`src/core/trim_pkg.sv`:
```
// Constants and types for the offset and gain trim register bank
//----------------------------------------------------------------
// What this block does
// Core B input A offset applied when calibrating
// Core B input B offset applied when calibrating
// Offset choice ignores single or dual mode
// Dual mode: core A banks own gains
// Dual mode: core B banks own gains
// Trim defaults load from fuses after reset
// Upper reserved bits read-write, reset zero
//----------------------------------------------------------------
package trim_pkg;

	//------------------------------------------------------------
	// Widths
	//------------------------------------------------------------
	localparam int ADDR_W    = 12;
	localparam int DATA_W    = 8;
	localparam int NUM_BYTES = 8;
	localparam int FUSE_AW   = 3;
	localparam int OFS_W     = 12;
	localparam int GAIN_W    = 5;

	//------------------------------------------------------------
	// Register byte addresses
	//------------------------------------------------------------
	localparam logic [ADDR_W-1:0] ADDR_OFS_INA_LO = 12'h34C;
	localparam logic [ADDR_W-1:0] ADDR_OFS_INA_HI = 12'h34D;
	localparam logic [ADDR_W-1:0] ADDR_OFS_INB_LO = 12'h34E;
	localparam logic [ADDR_W-1:0] ADDR_OFS_INB_HI = 12'h34F;
	localparam logic [ADDR_W-1:0] ADDR_GAIN_A0    = 12'h350;
	localparam logic [ADDR_W-1:0] ADDR_GAIN_A1    = 12'h351;
	localparam logic [ADDR_W-1:0] ADDR_GAIN_B0    = 12'h352;
	localparam logic [ADDR_W-1:0] ADDR_GAIN_B1    = 12'h353;
	localparam logic [ADDR_W-1:0] ADDR_STATUS     = 12'h35F;

	//------------------------------------------------------------
	// Byte slots in the bank
	//------------------------------------------------------------
	localparam logic [2:0] IDX_OFS_INA_LO = 3'h0;
	localparam logic [2:0] IDX_OFS_INA_HI = 3'h1;
	localparam logic [2:0] IDX_OFS_INB_LO = 3'h2;
	localparam logic [2:0] IDX_OFS_INB_HI = 3'h3;
	localparam logic [2:0] IDX_GAIN_A0    = 3'h4;
	localparam logic [2:0] IDX_GAIN_A1    = 3'h5;
	localparam logic [2:0] IDX_GAIN_B0    = 3'h6;
	localparam logic [2:0] IDX_GAIN_B1    = 3'h7;
	localparam logic [2:0] IDX_LAST       = 3'h7;

	//------------------------------------------------------------
	// Field masks and reset values
	//------------------------------------------------------------
	localparam logic [DATA_W-1:0] MASK_OFS_LO = 8'hFF;
	localparam logic [DATA_W-1:0] MASK_OFS_HI = 8'h0F;
	localparam logic [DATA_W-1:0] MASK_GAIN   = 8'h1F;
	localparam logic [DATA_W-1:0] RESET_BYTE  = 8'h00;
	localparam logic [DATA_W-1:0] BYTE_MASK [NUM_BYTES] = '{
		MASK_OFS_LO, MASK_OFS_HI, MASK_OFS_LO, MASK_OFS_HI,
		MASK_GAIN, MASK_GAIN, MASK_GAIN, MASK_GAIN};

	//------------------------------------------------------------
	// Status fields
	//------------------------------------------------------------
	localparam int STATUS_DONE_BIT = 0;
	localparam int STATUS_BUSY_BIT = 1;

	//------------------------------------------------------------
	// Fuse loader states
	//------------------------------------------------------------
	typedef enum logic [1:0] {
		LOAD_START,
		LOAD_FETCH,
		LOAD_CAPTURE,
		LOAD_DONE
	} load_state_t;

endpackage

```
`src/core/trim_byte_cell.sv`:
```
// One byte of trim storage, written by the bus or by the fuse loader
`timescale 1ns/1ps
module trim_byte_cell #(
	parameter logic [7:0] FIELD_MASK = 8'hFF
) (
	// Clock and reset
	input  wire logic       ref_clk,
	input  wire logic       rst_b,
	// Bus write
	input  wire logic       busWr,
	input  wire logic [7:0] busData,
	// Fuse write
	input  wire logic       fuseWr,
	input  wire logic [7:0] fuseData,
	// Stored byte
	output logic      [7:0] value
);
	import trim_pkg::*;

	typedef struct packed {
		logic [7:0] value;
	} cell_t;

	cell_t cell_ff;
	cell_t nxt_cell;

	always_comb begin
		nxt_cell = cell_ff;
		if (fuseWr) begin
			nxt_cell.value = fuseData & FIELD_MASK;
		end else if (busWr) begin
			nxt_cell.value = busData;
		end
	end

	always_ff @(posedge ref_clk or negedge rst_b) begin
		if (!rst_b) begin
			cell_ff.value <= RESET_BYTE;
		end else begin
			cell_ff <= nxt_cell;
		end
	end

	assign value = cell_ff.value;

endmodule

```
`src/core/trim_offset_gain_regs.sv`:
```
// Offset and fine-gain trim register bank with fuse default load
`timescale 1ns/1ps
module trim_offset_gain_regs (
	// Clock and reset
	input  wire logic                            ref_clk,
	input  wire logic                            rst_b,
	// Register port
	input  wire logic [trim_pkg::ADDR_W-1:0]     regAddr,
	input  wire logic [trim_pkg::DATA_W-1:0]     regWrData,
	input  wire logic                            regWrStrobe,
	input  wire logic                            regRdStrobe,
	output logic      [trim_pkg::DATA_W-1:0]     regRdData,
	// Fuse storage
	output logic      [trim_pkg::FUSE_AW-1:0]    fuseAddr,
	output logic                                 fuseRd,
	input  wire logic [trim_pkg::DATA_W-1:0]     fuseData,
	// Converter mode
	input  wire logic                            fgCalEn,
	input  wire logic                            dualMode,
	input  wire logic                            coreBInB,
	// Corrections
	output logic      [trim_pkg::OFS_W-1:0]      coreBOffset,
	output logic      [trim_pkg::GAIN_W-1:0]     coreAGain0,
	output logic      [trim_pkg::GAIN_W-1:0]     coreAGain1,
	output logic      [trim_pkg::GAIN_W-1:0]     coreBGain0,
	output logic      [trim_pkg::GAIN_W-1:0]     coreBGain1,
	output logic                                 fuseLoadDone
);
	import trim_pkg::*;

	//------------------------------------------------------------
	// State
	//------------------------------------------------------------
	typedef struct packed {
		load_state_t         state;
		logic [2:0]          idx;
		logic                fuseRd;
		logic [FUSE_AW-1:0]  fuseAddr;
		logic                loadDone;
		logic [DATA_W-1:0]   rdData;
		logic [OFS_W-1:0]    coreBOffset;
		logic [GAIN_W-1:0]   gainA0;
		logic [GAIN_W-1:0]   gainA1;
		logic [GAIN_W-1:0]   gainB0;
		logic [GAIN_W-1:0]   gainB1;
	} regs_t;

	regs_t s_ff;
	regs_t nxt_s;

	logic [DATA_W-1:0]    trimByte [NUM_BYTES];
	logic [NUM_BYTES-1:0] busWr;
	logic [NUM_BYTES-1:0] fuseWr;
	logic                 hit;
	logic [2:0]           hitIdx;
	logic [OFS_W-1:0]     offA;
	logic [OFS_W-1:0]     offB;
	logic [DATA_W-1:0]    statusByte;

	//------------------------------------------------------------
	// Address decode
	//------------------------------------------------------------
	always_comb begin
		hit    = 1'b1;
		hitIdx = IDX_OFS_INA_LO;
		case (regAddr)
			ADDR_OFS_INA_LO: hitIdx = IDX_OFS_INA_LO;
			ADDR_OFS_INA_HI: hitIdx = IDX_OFS_INA_HI;
			ADDR_OFS_INB_LO: hitIdx = IDX_OFS_INB_LO;
			ADDR_OFS_INB_HI: hitIdx = IDX_OFS_INB_HI;
			ADDR_GAIN_A0:    hitIdx = IDX_GAIN_A0;
			ADDR_GAIN_A1:    hitIdx = IDX_GAIN_A1;
			ADDR_GAIN_B0:    hitIdx = IDX_GAIN_B0;
			ADDR_GAIN_B1:    hitIdx = IDX_GAIN_B1;
			default:         hit    = 1'b0;
		endcase
	end

	//------------------------------------------------------------
	// Trim storage
	//------------------------------------------------------------
	genvar gi;
	generate
		for (gi = 0; gi < NUM_BYTES; gi++) begin : gCell
			assign busWr[gi]  = regWrStrobe && s_ff.loadDone && hit &&
				(hitIdx == 3'(gi));
			assign fuseWr[gi] = (s_ff.state == LOAD_CAPTURE) &&
				(s_ff.idx == 3'(gi));
			trim_byte_cell #(
				.FIELD_MASK (BYTE_MASK[gi])
			) uCell (
				.ref_clk  (ref_clk),
				.rst_b    (rst_b),
				.busWr    (busWr[gi]),
				.busData  (regWrData),
				.fuseWr   (fuseWr[gi]),
				.fuseData (fuseData),
				.value    (trimByte[gi])
			);
		end
	endgenerate

	assign offA = {trimByte[IDX_OFS_INA_HI][3:0], trimByte[IDX_OFS_INA_LO]};
	assign offB = {trimByte[IDX_OFS_INB_HI][3:0], trimByte[IDX_OFS_INB_LO]};

	always_comb begin
		statusByte = 8'h00;
		statusByte[STATUS_DONE_BIT] = s_ff.loadDone;
		statusByte[STATUS_BUSY_BIT] = !s_ff.loadDone;
	end

	//------------------------------------------------------------
	// Next state
	//------------------------------------------------------------
	always_comb begin
		nxt_s        = s_ff;
		nxt_s.fuseRd = 1'b0;
		// Fuse loader
		case (s_ff.state)
			LOAD_START: begin
				nxt_s.fuseRd   = 1'b1;
				nxt_s.fuseAddr = s_ff.idx;
				nxt_s.state    = LOAD_FETCH;
			end
			LOAD_FETCH: begin
				nxt_s.state = LOAD_CAPTURE;
			end
			LOAD_CAPTURE: begin
				if (s_ff.idx == IDX_LAST) begin
					nxt_s.loadDone = 1'b1;
					nxt_s.state    = LOAD_DONE;
				end else begin
					nxt_s.idx      = s_ff.idx + 3'h1;
					nxt_s.fuseRd   = 1'b1;
					nxt_s.fuseAddr = s_ff.idx + 3'h1;
					nxt_s.state    = LOAD_FETCH;
				end
			end
			LOAD_DONE: begin
				nxt_s.state = LOAD_DONE;
			end
			default: begin
				nxt_s.state = LOAD_START;
			end
		endcase
		// Read data
		nxt_s.rdData = 8'h00;
		if (regRdStrobe) begin
			if (hit) begin
				nxt_s.rdData = trimByte[hitIdx];
			end else if (regAddr == ADDR_STATUS) begin
				nxt_s.rdData = statusByte;
			end
		end
		// Offset correction for core B
		if (!fgCalEn) begin
			nxt_s.coreBOffset = '0;
		end else if (coreBInB) begin
			nxt_s.coreBOffset = offB;
		end else begin
			nxt_s.coreBOffset = offA;
		end
		// Dual-mode fine gains
		if (fgCalEn && dualMode) begin
			nxt_s.gainA0 = trimByte[IDX_GAIN_A0][GAIN_W-1:0];
			nxt_s.gainA1 = trimByte[IDX_GAIN_A1][GAIN_W-1:0];
			nxt_s.gainB0 = trimByte[IDX_GAIN_B0][GAIN_W-1:0];
			nxt_s.gainB1 = trimByte[IDX_GAIN_B1][GAIN_W-1:0];
		end else begin
			nxt_s.gainA0 = '0;
			nxt_s.gainA1 = '0;
			nxt_s.gainB0 = '0;
			nxt_s.gainB1 = '0;
		end
	end

	//------------------------------------------------------------
	// Registers
	//------------------------------------------------------------
	always_ff @(posedge ref_clk or negedge rst_b) begin
		if (!rst_b) begin
			s_ff.state       <= LOAD_START;
			s_ff.idx         <= 3'h0;
			s_ff.fuseRd      <= 1'b0;
			s_ff.fuseAddr    <= 3'h0;
			s_ff.loadDone    <= 1'b0;
			s_ff.rdData      <= 8'h00;
			s_ff.coreBOffset <= 12'h000;
			s_ff.gainA0      <= 5'h00;
			s_ff.gainA1      <= 5'h00;
			s_ff.gainB0      <= 5'h00;
			s_ff.gainB1      <= 5'h00;
		end else begin
			s_ff <= nxt_s;
		end
	end

	//------------------------------------------------------------
	// Outputs
	//------------------------------------------------------------
	assign regRdData    = s_ff.rdData;
	assign fuseAddr     = s_ff.fuseAddr;
	assign fuseRd       = s_ff.fuseRd;
	assign fuseLoadDone = s_ff.loadDone;
	assign coreBOffset  = s_ff.coreBOffset;
	assign coreAGain0   = s_ff.gainA0;
	assign coreAGain1   = s_ff.gainA1;
	assign coreBGain0   = s_ff.gainB0;
	assign coreBGain1   = s_ff.gainB1;
endmodule

```
`config.mk`:
```
export PLATFORM = sky130hd
export DESIGN_NAME = trim_offset_gain_regs
export DESIGN_NICKNAME = d
export VERILOG_FILES = /design/src/core/trim_pkg.sv /design/src/core/trim_byte_cell.sv /design/src/core/trim_offset_gain_regs.sv
export SDC_FILE = /design/constraint.sdc
export NUM_CORES = 1
export LEC_CHECK = 0
export ABC_CLOCK_PERIOD_IN_PS = 3600
export BUFFER_PORTS_ARGS = -buffer_cell sky130_fd_sc_hd__buf_2
export CAP_MARGIN = 0
export CORE_UTILIZATION = 61
export CTS_CLUSTER_SIZE = 40
export DETAILED_ROUTE_END_ITERATION = 8
export PLACE_DENSITY = 0.84
export SLEW_MARGIN = 10
export SYNTH_ARGS = -nofsm -noshare
export SYNTH_HDL_FRONTEND = slang
export SYNTH_HIERARCHICAL = 1
export SYNTH_SLANG_ARGS = --single-unit
```
`constraint.sdc`:
```
create_clock -name ref_clk -period 3.6 [get_ports ref_clk]
set_input_delay 0.18 -clock ref_clk [delete_from_list [all_inputs] [get_ports ref_clk]]
set_output_delay 0.18 -clock ref_clk [all_outputs]
set_load 0.02 [all_outputs]
```
# Word level (Yosys, flattened, before mapping)
# Cells that the tools add are included.
# word_totals
out_inout_bits	45
input_bits	35
regBits	114
wordCells	117
# op_classes
n_mux	31
eq_ne	27
order_cmp	1
add_sub_neg	1
n_bitwise	2
n_reduce_logical	36
# op_table
op	count
$mux W8	20
$eq A12 B10 Y1 const B	9
$bmux W8 S3	1
$eq A3 B3 Y1 const B	8
$mux W12	2
$pmux W3 S7	1
$mux W20	1
$logic_and A1 B1 Y1	19
$reduce_bool A2 Y1	9
$eq A3 B2 Y1 const B	4
$pmux W2 S4	1
$pmux W4 S2	1
$reduce_or A8 Y1	1
$eq A3 B1 Y1 const B	2
$logic_not A3 Y1	2
$reduce_and A2 Y1	3
$eq A2 B2 Y1 const B	2
$ge A4 B4 Y1 const B	1
$mux W2	2
$mux W4	1
$not A3 Y4	1
$add A3 B1 Y3 const B	1
$eq A2 B1 Y1 const B	1
$logic_not A2 Y1	1
4 further kinds	4

# Logic depth before layout (Yosys ltp)
# depth
word_depth	8
ltp_mapped	8
mapped_depth_nobuf	6

# By module
# Netlist, hierarchy kept.
# modules_own_cells
module	area_each_um2	n_inst	seq_area_each_um2	cells_per_inst
trim_offset_gain_regs	2970.3	1	1251.2	298
trim_byte_cell at gCell[4].uCell ...	351.6	4	200.2	31
trim_byte_cell at gCell[0].uCell ...	372.9	2	200.2	34
trim_byte_cell at gCell[1].uCell ...	346.6	2	200.2	30

# Worst setup path before layout
# Ideal clock, no wire load.
# synth_timing
path_type	input-to-reg
startpoint	in regAddr[11] (netlist name)
endpoint	reg gCell[0].uCell/value[0] (netlist name)
cell_stages	8
setup_time_ns	0.146
t_required_ns	3.454
n_path_buf	2
setup_slack_ns	1.867
t_arrival_ns	1.586
path_cell_list	nor4bb_1 clkbuf_1 and3_1 nand3_1 nor3_1 buf_6 mux2i_1 o21ai_1
# synth_between
elab_chain_len	6
elab_cells_between_ends	15
classes_between	8 x eq/ne; 2 x mux; 5 x reduce/logical
# synth_rtl
item	line	source
start, declared	trim_offset_gain_regs.sv:8	input wire logic [trim_pkg::ADDR_W-1:0] regAddr,
$eq A12 B10 Y1	trim_offset_gain_regs.sv:66	case (regAddr)
$reduce_or A8 Y1 (no source line)	--	
$mux W1	trim_offset_gain_regs.sv:66	
$logic_and A1 B1 Y1	trim_offset_gain_regs.sv:85	assign busWr[gi] = regWrStrobe && s_ff.loadDone && hit &&
$logic_and A1 B1 Y1 (*)	trim_offset_gain_regs.sv:85	
via busWr[0]	trim_offset_gain_regs.sv:52	logic [NUM_BYTES-1:0] busWr;
$reduce_bool A2 Y1 (no source line) (*)	--	
# Mark *: on every way through the listed nets, which the timed path passes. The rest lies on a longest branch.
# A chain may end at the register's enable or synchronous reset.

# Worst setup path in the final report
# layout_timing
startpoint	reg s_ff, in the netlist fuseLoadDone
endpoint	reg gCell[6].uCell/value[2] (netlist name)
# layout_between
elab_chain_len	4
# layout_rtl
item	line	source
start, declared	trim_offset_gain_regs.sv:48	regs_t s_ff;
start signal, assigned	trim_offset_gain_regs.sv:194	s_ff <= nxt_s;
$logic_and A1 B1 Y1 (3 in series)	trim_offset_gain_regs.sv:85	
via busWr[6]	trim_offset_gain_regs.sv:52	
$reduce_bool A2 Y1 (no source line)	--	
# The timed path passes the listed nets, and every way through them passes these cells.

==> summary.md <==
| Metric | Value |
|---|---|
| Worst-Margin Slew | `1100 ps` |
| Startpoint types | `flop` |
| Port bufs | `79` |
| WP buf/inv | `0` |
| Final period utilization | `0.613` |
| Final Non-Filler Cells | `731` |
| Area leader, netlist | `dfrtp_1` |
| Slew HR | `0.262` |
| Routed length per placed instance | `19.6 um` |
| Via/cell ratio | `roughly 6.1` |
| Area Overhead vs Synth | `14.1%` |
| GRT overflow | `0` |
| Core Rows | `35` |
| Unrepaired setup endpoints after global routing | `false` |
| Worst slack at placement | `about 1100 ps` |
| Register area share after synthesis | `0.491` |
| First-pass GRT wire length | `around 23 mm` |
| CTS tree | `yes` |
| Worst setup EP type | `flop` |
| Setup_tns | `0 ps` |
| Wirelength, routed | `14.4 mm` |
| Die Height | `99.6 um` |
| R2r worst-path depth | `5` |
| Latest clock arrival within the worst-skew pair | `approximately 520 ps` |
| I/O pins | `80` |
| Layout cells sized above 1 | `0.224` |
| CTS buffer count | `17` |
| Synth Warn # | `6` |
| Final hold violation count | `0` |
| Worst-path cell chain | `and3_1, nand3_1, nor2_1, mux2i_1, o21ai_1` |
| Mux share of post-synthesis cell area | `0.164` |
| Hold depth | `3` |
| Mapped Cells | `550` |
| Detailed Place HPWL | `9.47 mm` |
| Hold Startpoint | `fuseData[0]` |
| Iteration-0 DRC Markers | `515` |
| CP delay by family, top | `simple AND/OR/NAND/NOR gates` |
| Final worst setup slack | `about 1400 ps` |
| Fmax | `~450 MHz` |
| Largest net degree at the start of global routing | `87` |
| N_diodes | `0` |
| Largest family of logic cells by synthesized area | `multiplexers` |
| Post-synth top area share | `0.491` |
| Simple-gate portion of the synthesized area | `0.142` |
| Post-CTS sizing | `0` |
| # H-tree levels | `4` |
| Root Buffer | `clkbuf_8` |
| Initial core utilization | `0.629` |
| Via Count | `4455` |
| Seq cells post-synth | `114` |
| Crit path required time | `3970 ps` |
| Top FF cell, synth | `dfrtp_1` |
| Reg2reg setup slack | `1390 ps` |
| Status | `complete, no violations` |
| Worst hold slack | `30.5 ps` |
| Clock transition at path regs | `60 ps` |
| Syn_area_per_cell | `10.6 um^2` |
| # nets final | `630` |
| Routed Antenna Nets | `0` |
| Worst vdd ir | `0.397 mV` |
| FF-to-FF End | `gCell[6].uCell/value[2]` |
| Initial antenna violation count | `0` |
| Critical path peak fanout | `8` |
| Critical path's slowest cell | `nor2_1` |
| Top area cells in the synthesized netlist | `dfrtp_1 (49%), mux2i_1 (14%), buf_4 (5.6%), o21ai_1 (3.8%), nand2_1 (3.7%)` |
| PwrDens | `516 nW/um^2` |
| Setup Viol. Count Final | `0` |
| Remaining routing DRC violations | `0` |
| Compound-Gate Fraction of Synth Area | `0.0955` |
| Asr flop ratio synth | `1.00` |
| EDFF count, synth | `0` |
| Clock Tree Buf Depth | `2` |
| FF-to-FF Start | `fuseLoadDone` |
| Commonest cells in the netlist | `dfrtp_1 (114), mux2i_1 (82), nand2_1 (57)` |
| Fraction of the mapped netlist area in adder cells | `0.0129` |
| P_leak | `2.98 nW` |
| Total global-route track usage | `0.314` |
| Clock sinks | `approximately 110` |
| Synthesized net count | `between 500 and 600` |
| CP peak stage delay | `890 ps` |
| Synth Area in XOR/XNOR | `0.00151` |
| Worst Skew | `7.20 ps` |
| Post-Syn Area | `5820 um^2` |
| Maxcap violations | `0` |
| Core Area | `9240 um^2` |
| Vias in the first global route | `4476` |
| Pre-antenna DRT Iters | `5` |
| Pins Over Slew Limit | `0` |
| Most frequent cell after synthesis | `dfrtp_1` |
| Total Die Area | `9930 um^2` |
| Crit Path Category | `flop to flop` |
| Die X | `roughly 100 um` |
| Final Wtd Congestion | `1.02` |
| Placed cells | `692` |
| Hold/Removal Path Class | `primary input to flop` |
| End of the worst hold path | `gCell[3].uCell/value[0]` |
| Crit path DAT | `2580 ps` |
| Netlist cell types | `45` |
| Crit path time final | `2210 ps` |
## registers in the layout (all words and copies together), names as in the netlist
signal and count:
coreAGain0 5, coreAGain1 5, coreBGain0 5, coreBGain1 5
coreBOffset 12, fuseAddr 3, fuseLoadDone 1, fuseRd 1
gCell.uCell/value 64, regRdData 8, s_ff 5
## worst max-delay path by stage
stage	startpoint	endpoint	slack (ps)	depth (start not counted)
2_1_floorplan	regAddr[11]	gCell[0].uCell/value[0]	1870	8
3_3_place_gp	regAddr[11]	gCell[6].uCell/value[1]	1240	8
3_5_place_dp	regAddr[11]	gCell[6].uCell/value[2]	1080	8
4_1_cts	fuseLoadDone	gCell[6].uCell/value[2]	1440	5
5_1_grt	fuseLoadDone	gCell[6].uCell/value[2]	1240	5
6_report	fuseLoadDone	gCell[6].uCell/value[2]	1390	5
## layer usage
layer / track usage / up-vias / routed length [um]
li1: - / 1971 / -
met1: 0.394 / 2155 / 5710
met2: 0.497 / 263 / 6730
met3: 0.0654 / 66 / 1190
met4: 0.201 / 0 / 718
met5: 0 / - / 0
## metrics by stage
stage	util	cell area, um^2	total power [mW]
after detailed placement	0.640	5910	1.60
final	0.718	6640	3.43
after CTS	0.718	6640	3.44
after global placement	0.640	5910	1.59
after global routing	0.718	6640	3.52
after floorplan	-	5820	1.50
## final cells by class
cell class / count / area, um^2
clock inverter: 14 / 228
clock buffer: 18 / 428
fill: 615 / 2610
timing repair buffer: 93 / 520
sequential: 114 / 2850
inverter: 6 / 22.5
multi-input combinational: 357 / 2420
tap: 129 / 161
## repair_timing
| item | CTS | global route |
|---|---|---|
| hold buffers | 7 | 0 |
| buffers inserted | 0 | 0 |
| hold endpoints to repair | 102 | 0 |
| setup endpoints to repair | 0 | 0 |
## cells by family (layout without fill, tap and decap cells)
kind of cell	count (synthesis)	in the layout
AND/OR/NAND/NOR	170	170
flip-flops	114	114
multiplexers	92	92
AO/OA/AOI/OAI	88	88
buffers and inverters	79	131
adder cells (fa/ha/maj)	6	6
XOR/XNOR	1	1
## worst min-delay path: stages
cell	delay [ps]
buf_2	180
nand2_1	90
o21ai_1	50
## where the power goes
part	total, mW	leakage, nW	switching, mW	internal, mW
combinational	0.232	1.25	0.150	0.0814
sequential	1.36	1.42	0.0301	1.33
clock	1.84	0.317	0.616	1.22
total	3.43	2.98	0.796	2.63
## cell usage in the layout, fill, tap and decap left out, types with 3 or more instances in the layout
| master | instances |
|---|---|
| dfrtp_1 | 114 |
| mux2i_1 | 82 |
| buf_2 | 78 |
| nand2_1 | 57 |
| o21ai_1 | 44 |
| nor2_1 | 43 |
| and3_1 | 23 |
| clkbuf_16 | 16 |
| nor2b_1 | 13 |
| nor3_1 | 11 |
| o32ai_1 | 8 |
| mux2_2 | 8 |
| o21ai_0 | 8 |
| buf_4 | 8 |
| dlygate4sd3_1 | 7 |
| o211ai_1 | 6 |
| inv_1 | 6 |
| ha_1 | 6 |
| nand3_1 | 5 |
| clkinv_4 | 5 |
| bufinv_16 | 5 |
| o22ai_1 | 4 |
| nand2b_1 | 3 |
| a21oi_1 | 3 |
| inv_6 | 3 |
Note: power is estimated with default switching activity, not from simulation.
